--- config.mk ---
export PLATFORM = sky130hd
export DESIGN_NAME = rhc_config_regs
export DESIGN_NICKNAME = d
export VERILOG_FILES = /design/src/hdl/rhc_pkg.sv /design/src/hdl/rhc_config_regs.sv /design/src/hdl/rhc_eq_decode.sv
export SDC_FILE = /design/constraint.sdc
export NUM_CORES = 1
export LEC_CHECK = 0
export BUFFER_PORTS_ARGS = -buffer_cell sky130_fd_sc_hd__buf_2
export CORE_MARGIN = 5
export CORE_UTILIZATION = 45
export CTS_BUF_LIST = sky130_fd_sc_hd__clkbuf_8
export CTS_CLUSTER_DIAMETER = 100
export DETAILED_ROUTE_END_ITERATION = 6
export GPL_ROUTABILITY_DRIVEN = 0
export GPL_TIMING_DRIVEN = 0
export HOLD_SLACK_MARGIN = 0.12
export PLACE_DENSITY = 0.64
export SYNTH_ARGS = -nofsm -noshare
export SYNTH_HDL_FRONTEND = slang
export SYNTH_SLANG_ARGS = --single-unit
--- constraint.sdc ---
create_clock -name clk -period 3.1 [get_ports clk]
set_clock_uncertainty 0.15 [all_clocks]
set_input_delay 0.31 -clock clk [delete_from_list [all_inputs] [get_ports clk]]
set_output_delay 0.31 -clock clk [all_outputs]
set_load 0.02 [all_outputs]
--- src/hdl/rhc_pkg.sv ---
// Purpose: Shared constants and types for the reclocker configuration bank.
// Assumes: 16-bit words, 32-cycle frame of command plus data, MSB first.
// Notes: Register indices are the printed word addresses.
package rhc_pkg;
   localparam int WORD_W = 16;
   localparam int ADDR_W = 12;
   localparam int CHAIN_W = 7;
   localparam logic [ADDR_W-1:0] ADDR_EQ = 12'h000;
   localparam logic [ADDR_W-1:0] ADDR_DRV = 12'h001;
   localparam logic [ADDR_W-1:0] ADDR_TOP = 12'h002;
   // Command word layout: rw, two reserved, reset_n, chain, address.
   localparam int CMD_RW = 15;
   localparam int CMD_RST_N = 12;
   localparam int CMD_CHAIN_LSB = 5;
   localparam int CMD_ADDR_W = 5;
   localparam int FRAME_BITS = 32;
   localparam int CNT_W = 6;
   // Field positions.
   localparam int EQ_EN0 = 0;
   localparam int EQ_EN1 = 3;
   localparam int EQ_GAIN0 = 4;
   localparam int EQ_GAIN1 = 7;
   localparam int EQ_OFFSET = 8;
   localparam int EQ_ATTEN = 9;
   localparam int DRV_DE0 = 0;
   localparam int DRV_DE1 = 1;
   localparam int DRV_BOOST0 = 2;
   localparam int DRV_BOOST1 = 5;
   localparam int DRV_AMP0 = 8;
   localparam int DRV_AMP1 = 9;
   localparam int TOP_POL = 0;
   localparam int TOP_XTAL = 1;
   localparam int TOP_TRI = 2;
   localparam int TOP_PD = 3;
   localparam int TOP_MUTE = 4;
   localparam int TOP_METHOD = 5;
   localparam int TOP_THRESH = 7;
   // Writable masks and reset values.
   localparam logic [WORD_W-1:0] EQ_MASK = 16'h0399;
   localparam logic [WORD_W-1:0] DRV_MASK = 16'h03FF;
   localparam logic [WORD_W-1:0] TOP_MASK = 16'h01FF;
   localparam logic [WORD_W-1:0] EQ_RESET = 16'h0100;
   localparam logic [WORD_W-1:0] DRV_RESET = 16'h0348;
   localparam logic [WORD_W-1:0] TOP_RESET = 16'h0000;
   localparam logic [1:0] LOS_EDGE = 2'h0;
   localparam logic [1:0] LOS_STRENGTH = 2'h1;
   localparam logic [1:0] LOS_DUAL = 2'h2;
   typedef enum logic [1:0] {rhc_eq_low, rhc_eq_med, rhc_eq_high} rhc_eq_t;
   typedef struct packed {
      rhc_eq_t eq_level;
      logic offset_correct;
      logic atten_enable;
   } rhc_input_cfg_t;
   typedef struct packed {
      logic amp_400mv;
      logic de_enable;
      logic [2:0] boost;
   } rhc_output_cfg_t;
endpackage

--- src/hdl/rhc_config_regs.sv ---
// Purpose: Serial host port and first three configuration words.
// Assumes: Host pins are synchronous to clk and sampled at their edges.
// Notes: Frame is 16-bit command, 16-bit data, 32 cycles of echo.
// Function
// - Offset correction bit eight resets set
// - Input one decode: bit three, bit seven
// - Input zero decode: bit zero, bit four
// - Swing bits nine and eight, reset 400mV
// - Output one de-emphasis and boost seven:five
// - Output zero de-emphasis and boost four:two
// - Loss method six:five, threshold eight:seven
// - Tri-state serial output when deselected
// - MSB first, rise sample, fall launch
// - Command reset bit low restores defaults
`timescale 1ns/1ns
module rhc_config_regs
   import rhc_pkg::*;
(
   // Clock and reset
   input wire logic clk,
   input wire logic rst,
   // Serial host port
   input wire logic host_sclk,
   input wire logic host_cs_n,
   input wire logic host_sdi,
   output logic host_sdo,
   output logic host_sdo_oe,
   // Detector inputs
   input wire logic edge_signal_seen,
   input wire logic strength_signal_seen,
   // Decoded configuration
   output rhc_input_cfg_t input_zero_cfg,
   output rhc_input_cfg_t input_one_cfg,
   output rhc_output_cfg_t output_zero_cfg,
   output rhc_output_cfg_t output_one_cfg,
   output logic [1:0] los_threshold,
   output logic signal_loss_flag,
   output logic output_mute,
   output logic power_down,
   output logic xtal_buffer_disable,
   output logic data_invert
);
   logic [WORD_W-1:0] input_equalizer_control;
   logic [WORD_W-1:0] output_driver_control;
   logic [WORD_W-1:0] top_level_control;
   logic sclk_d;
   logic [CNT_W-1:0] bit_cnt;
   logic [WORD_W-1:0] shift_in;
   logic [WORD_W-1:0] command;
   logic [WORD_W-1:0] shift_out;
   logic [FRAME_BITS-1:0] echo;
   logic read_active;
   logic sclk_rise;
   logic sclk_fall;
   logic [WORD_W-1:0] next_shift_in;
   logic [WORD_W-1:0] read_word;
   logic cmd_for_me;
   logic write_go;
   logic reset_go;
   logic [1:0] method;

   assign sclk_rise = host_sclk && !sclk_d && !host_cs_n;
   assign sclk_fall = !host_sclk && sclk_d && !host_cs_n;
   assign next_shift_in = {shift_in[WORD_W-2:0], host_sdi};
   assign cmd_for_me = command[CMD_CHAIN_LSB +: CHAIN_W] == '0;

   // Command is taken on the 16th rising edge, data on the 32nd.
   assign reset_go = sclk_rise && bit_cnt == CNT_W'(WORD_W - 1) &&
      !next_shift_in[CMD_RST_N];
   assign write_go = sclk_rise && bit_cnt == CNT_W'(FRAME_BITS - 1) &&
      !command[CMD_RW] && command[CMD_RST_N] && cmd_for_me;

   always_ff @(posedge clk or posedge rst)
   begin
      if (rst)
         sclk_d <= 1'b0;
      else
         sclk_d <= host_sclk;
   end

   always_ff @(posedge clk or posedge rst)
   begin
      if (rst)
      begin
         bit_cnt <= '0;
         shift_in <= '0;
         command <= '0;
         echo <= '1;
      end
      else if (host_cs_n)
         bit_cnt <= '0;
      else if (sclk_rise)
      begin
         shift_in <= next_shift_in;
         echo <= {echo[FRAME_BITS-2:0], host_sdi};
         if (bit_cnt == CNT_W'(WORD_W - 1))
            command <= next_shift_in;
         if (bit_cnt != CNT_W'(2 * FRAME_BITS - 1))
            bit_cnt <= bit_cnt + CNT_W'(1);
      end
   end

   always_comb
   begin
      case (command[CMD_ADDR_W-1:0])
         ADDR_EQ[CMD_ADDR_W-1:0]: read_word = input_equalizer_control;
         ADDR_DRV[CMD_ADDR_W-1:0]: read_word = output_driver_control;
         ADDR_TOP[CMD_ADDR_W-1:0]: read_word = top_level_control;
         default: read_word = '0;
      endcase
   end

   // Output changes on falling edges; echo carries the chained command.
   always_ff @(posedge clk or posedge rst)
   begin
      if (rst)
      begin
         shift_out <= '1;
         read_active <= 1'b0;
         host_sdo <= 1'b1;
      end
      else if (host_cs_n)
         read_active <= 1'b0;
      else if (sclk_fall)
      begin
         if (bit_cnt == CNT_W'(FRAME_BITS) && command[CMD_RW] &&
            command[CMD_RST_N] && cmd_for_me)
         begin
            read_active <= 1'b1;
            host_sdo <= read_word[WORD_W-1];
            shift_out <= {read_word[WORD_W-2:0], 1'b1};
         end
         else if (read_active)
         begin
            host_sdo <= shift_out[WORD_W-1];
            shift_out <= {shift_out[WORD_W-2:0], 1'b1};
         end
         else if (bit_cnt == CNT_W'(WORD_W) && !cmd_for_me)
            host_sdo <= 1'b1;
         else
            host_sdo <= echo[FRAME_BITS-1];
      end
   end

   assign host_sdo_oe = !(top_level_control[TOP_TRI] && host_cs_n);

   always_ff @(posedge clk or posedge rst)
   begin
      if (rst)
         input_equalizer_control <= EQ_RESET;
      else if (reset_go)
         input_equalizer_control <= EQ_RESET;
      else if (write_go && command[CMD_ADDR_W-1:0] == ADDR_EQ[CMD_ADDR_W-1:0])
         input_equalizer_control <= next_shift_in & EQ_MASK;
   end

   always_ff @(posedge clk or posedge rst)
   begin
      if (rst)
         output_driver_control <= DRV_RESET;
      else if (reset_go)
         output_driver_control <= DRV_RESET;
      else if (write_go && command[CMD_ADDR_W-1:0] == ADDR_DRV[CMD_ADDR_W-1:0])
         output_driver_control <= next_shift_in & DRV_MASK;
   end

   always_ff @(posedge clk or posedge rst)
   begin
      if (rst)
         top_level_control <= TOP_RESET;
      else if (reset_go)
         top_level_control <= TOP_RESET;
      else if (write_go && command[CMD_ADDR_W-1:0] == ADDR_TOP[CMD_ADDR_W-1:0])
         top_level_control <= next_shift_in & TOP_MASK;
   end

   rhc_eq_decode u_eq0 (
      .enable(input_equalizer_control[EQ_EN0]),
      .gain(input_equalizer_control[EQ_GAIN0]),
      .level(input_zero_cfg.eq_level)
   );
   rhc_eq_decode u_eq1 (
      .enable(input_equalizer_control[EQ_EN1]),
      .gain(input_equalizer_control[EQ_GAIN1]),
      .level(input_one_cfg.eq_level)
   );
   assign input_zero_cfg.offset_correct = input_equalizer_control[EQ_OFFSET];
   assign input_one_cfg.offset_correct = input_equalizer_control[EQ_OFFSET];
   assign input_zero_cfg.atten_enable = input_equalizer_control[EQ_ATTEN];
   assign input_one_cfg.atten_enable = input_equalizer_control[EQ_ATTEN];

   assign output_zero_cfg.amp_400mv = output_driver_control[DRV_AMP0];
   assign output_one_cfg.amp_400mv = output_driver_control[DRV_AMP1];
   assign output_one_cfg.de_enable = output_driver_control[DRV_DE1];
   assign output_one_cfg.boost = output_driver_control[DRV_BOOST1 +: 3];
   assign output_zero_cfg.de_enable = output_driver_control[DRV_DE0];
   assign output_zero_cfg.boost = output_driver_control[DRV_BOOST0 +: 3];

   assign method = top_level_control[TOP_METHOD +: 2];
   assign los_threshold = top_level_control[TOP_THRESH +: 2];

   // Reserved method code 3 is treated as dual, the safest reading.
   always_comb
   begin
      case (method)
         LOS_EDGE: signal_loss_flag = !edge_signal_seen;
         LOS_STRENGTH: signal_loss_flag = !strength_signal_seen;
         default: signal_loss_flag = !(edge_signal_seen &&
            strength_signal_seen);
      endcase
   end

   assign output_mute = top_level_control[TOP_MUTE] &&
      signal_loss_flag;
   assign power_down = top_level_control[TOP_PD];
   assign xtal_buffer_disable = top_level_control[TOP_XTAL];
   assign data_invert = top_level_control[TOP_POL];

   a_offset_reset: assert property (
      @(posedge clk) disable iff (rst)
      reset_go |=> input_equalizer_control[EQ_OFFSET])
      else $error("offset correction not set after reset command");
   a_eq1_decode: assert property (
      @(posedge clk) disable iff (rst)
      !input_equalizer_control[EQ_EN1] |->
      input_one_cfg.eq_level == rhc_eq_low)
      else $error("input one level wrong while disabled");
   a_eq0_decode: assert property (
      @(posedge clk) disable iff (rst)
      input_equalizer_control[EQ_EN0] && input_equalizer_control[EQ_GAIN0]
      |-> input_zero_cfg.eq_level == rhc_eq_high)
      else $error("input zero level not high");
   a_swing_reset: assert property (
      @(posedge clk) disable iff (rst)
      reset_go |=> output_one_cfg.amp_400mv && output_zero_cfg.amp_400mv)
      else $error("swing not 400mV after reset command");
   a_boost_reset: assert property (
      @(posedge clk) disable iff (rst)
      reset_go |=> output_one_cfg.boost == 3'h2 &&
      output_zero_cfg.boost == 3'h2 && !output_one_cfg.de_enable &&
      !output_zero_cfg.de_enable)
      else $error("boost or de-emphasis reset wrong");
   a_los_dual: assert property (
      @(posedge clk) disable iff (rst)
      method == LOS_DUAL && !strength_signal_seen |-> signal_loss_flag)
      else $error("dual detection cleared loss");
   a_sdo_tristate: assert property (
      @(posedge clk) disable iff (rst)
      top_level_control[TOP_TRI] && host_cs_n |-> !host_sdo_oe)
      else $error("serial output driven while deselected");
   a_sdo_selected: assert property (
      @(posedge clk) disable iff (rst)
      !host_cs_n |-> host_sdo_oe)
      else $error("serial output released while selected");
   a_mute_gate: assert property (
      @(posedge clk) disable iff (rst)
      output_mute |-> top_level_control[TOP_MUTE] && signal_loss_flag)
      else $error("mute without enable and loss");
   a_mute_nosignal: assert property (
      @(posedge clk) disable iff (rst)
      top_level_control[TOP_MUTE] && !edge_signal_seen &&
      !strength_signal_seen |-> output_mute)
      else $error("no mute with enable set and no signal");
   a_write_lands: assert property (
      @(posedge clk) disable iff (rst)
      write_go && command[CMD_ADDR_W-1:0] == ADDR_TOP[CMD_ADDR_W-1:0]
      |=> data_invert == $past(next_shift_in[TOP_POL]))
      else $error("write to top word not applied");
endmodule

--- src/hdl/rhc_eq_decode.sv ---
// Purpose: Decodes one input's enable and gain bits into a level.
// Assumes: Purely combinational.
// Notes: Gain only matters when the equalizer is enabled.
`timescale 1ns/1ns
module rhc_eq_decode
   import rhc_pkg::*;
(
   // Register bits
   input wire logic enable,
   input wire logic gain,
   // Decoded level
   output rhc_eq_t level
);
   always_comb
   begin
      if (!enable)
         level = rhc_eq_low;
      else if (gain)
         level = rhc_eq_high;
      else
         level = rhc_eq_med;
   end
endmodule

==> metrics.cfg <==
[logic_synthesis]
yosysTopAreaCell = dfrtp_1
synth_seq_area_share_pct = 57.2
async_flop_share_pct = 100
synth_nets = 497
synth_area_leaders = dfrtp_1 (29%), dfstp_2 (28%), nand2_1 (13%)
synth_edf_count = 0
synth_most_common_cell = nand2_1
ys_types = 48
synth_area_per_cell_um2 = 10.1
syn_inst = 488
ys_seq_elements = 110
netlist_area_um2 = 4930
synthFlopType = dfrtp_1
synthTopCellsByCount = nand2_1 (172), dfrtp_1 (57), dfstp_2 (53)
synth_warnings = 0
yosys.area.top_type_share_pct = 28.9

[timing]
setup_viol = 0
rsz0062_at_grt = false
fin_crit_ns = 2.15
tns_ns = 0
tightest_slew_ns = 0.688
hold_violations = 0
fin_ws_ns = 0.946
fin_hold_ws_ns = 0.204
finalCritPeriodShare_pct = 69.5
slew_headroom_pct = 54.0
fmax_mhz = 464
maxSlewViolCount = 0

[cts]
numCtsBuffers = 9
postCtsSetupBuffers = 0
h-tree-depth = 3
clock_path_buffers = 2
hold_buffers = 3
insertion_delay_ns = 0.39
cts_tree = yes
cts_resized = 0
cts-root-buf = clkbuf_8
clk_pin_slew_ns = 0.10
cts_sinks = 110

[grt]
grt_pass1_vias = 3469
grt_util_met3_pct = 4.02
grt_first_pass_wirelength_um = 17600
gr-usage-met1_pct = 23.5
grtUsageTotal_pct = 17.1
grt_max_degree = 40
grt_overflow = 0
grt_use_met2_pct = 27.0
grt.busiest_layer = met2
grt_antenna_before_repair = 0

[route]
drt_iter0_drc = 293
vias_per_cell = 5.18
firstDrtPassIters = 4
vias = 3538
drc_errors = 0
wire_per_inst_um = 15.3
drt-total-wl_um = 10400
ant_nets = 0

[floorplan]
initial_core_util_pct = 45.7
die_height_um = 115
io_pins = 34
rows = 38
coreArea_um2 = 10800
dieArea_um2 = 13200
die_w_um = 115

[power_and_ir_drop]
peakVddDrop_v = 0.000303
p_leak_nw = 2.67
power_density_nw_per_um2 = 471

[layout]
final_nets = 547
fillers = 988
n_antenna_cell = 0
area_growth_pct = 12.7
final_cell_area_um2 = 5560
drive_above_1_share_pct = 25.4

[critical_path]
critical_path.max_stage_delay_ns = 0.52
critPathRequiredTime_ns = 3.25
critPathKind = in2reg
critPathArrivalTime_ns = 2.31
startpoint_type = input pin
slowest_stage = dlygate4sd3_1
critPathMaxFanout = 9
cp-end-kind = flip-flop
crit_chain = dlygate4sd3_1 > buf_2 > or3b_1 > nor3_2 > and3_1 > buf_4 > mux2i_1

[outcome]
status = finished, final reports clean

[placed_design]
placed_cell_area_um2 = 5340
dpl.hpwl_um = 7430
io_buffers = 33
pre_cts_ws_ns = 0.971

[run]
maxCapViolations = 0

[hold_path]
hp-class = in2reg

-- cell usage in the layout (no fill, tap or decap), types with 3 or more instances in the layout --
master,Yosys,routed
nor2_1,22,22
o2bb2ai_1,4,4
nand3_1,10,10
buf_12,0,3
o22ai_1,8,8
a2bb2oi_1,8,8
and2_1,4,4
dfstp_2,53,53
dfrtp_1,57,57
and3_1,4,4
and4_1,3,3
nor2b_1,6,6
nand2_1,172,172
mux2i_1,34,34
mux2_2,13,13
buf_2,4,37
clkbuf_8,0,10
o21ai_0,8,8
buf_4,6,6
a21oi_1,3,3
dlygate4sd3_1,0,3
a22o_1,9,9
clkbuf_1,18,18
inv_1,7,6
-- final cells by class --
| class | count | area, um2 | share of cell area [%] |
|---|---|---|---|
| sequential | 110 | 2820 | 50.7 |
| multi-input combinational | 342 | 1950 | 35.1 |
| timing repair buffer | 39 | 255 | 4.59 |
| tap | 140 | 175 | 3.15 |
| clock buffer | 10 | 138 | 2.48 |
| buffer | 29 | 136 | 2.45 |
| clock inverter | 6 | 55.1 | 0.991 |
| inverter | 7 | 30.0 | 0.540 |
-- logic make-up after synthesis --
logic type | after synthesis | synth area share [%]
xor+xnor | 3 | 0.533
fa+ha+maj | 2 | 0.507
simple gates | 241 | 21.4
compound gates | 49 | 7.21
flops | 110 | 57.2
mux | 47 | 9.87
buf+inv | 36 | 3.30
-- state kept, by name (all words and copies together) (netlist names), 6 cells and up --
name / cells
shift_in: 15
top_level_control: 9
input_equalizer_control: 6
command: 14
echo: 32
bit_cnt: 6
shift_out: 15
output_driver_control: 10
-- power breakdown --
part | internal, mW | switching, mW | total, mW | leakage (nW)
logic | 0.0625 | 0.110 | 0.172 | 1.24
clock network | 0.329 | 0.520 | 0.849 | 0.0979
registers | 1.53 | 0.0640 | 1.60 | 1.33
-- per-layer routing --
layer / wire (um) / vias to the layer above
li1: - / 1723
met1: 4960 / 1755
met2: 4990 / 50
met3: 353 / 10
met4: 129 / 0
met5: 0 / -
-- worst max-delay path: cells and delay by family --
kind | cells | cell delay (ns)
buffers and inverters | 3 | 0.87
muxes | 1 | 0.21
and+or+nand+nor | 3 | 0.91
-- stage by stage --
step / util [%] / total power, mW / std cells
finish: 51.5 / 2.62 / 683
global route: 51.5 / 2.74 / 683
CTS: 51.5 / 2.65 / 683
detailed placement: 49.4 / 1.79 / 664
global placement: 48.9 / 1.77 / 661
floorplan: - / 1.72 / 488
-- worst paths after layout --
kind                                              from                                    to  slack (ns)  cells past startpoint
worst min-delay path                         host_cs_n                bit_cnt[0]$_DFFE_PP0P_        0.20                      3
max in group asynchronous                          rst  output_driver_control[3]$_DFFE_PP1P_        1.51                      6
min in group asynchronous                          rst                  echo[21]$_DFFE_PP1P_        0.52                      3
worst max-delay path                         host_sclk      top_level_control[5]$_DFFE_PP0P_        0.95                      7
worst min register to register    echo[16]$_DFFE_PP1P_                  echo[17]$_DFFE_PP1P_        0.30                      2
worst max register to register  command[1]$_DFFE_PP0P_      top_level_control[5]$_DFFE_PP0P_        0.95                      5
No activity file was read; power rests on OpenSTA's default activity.
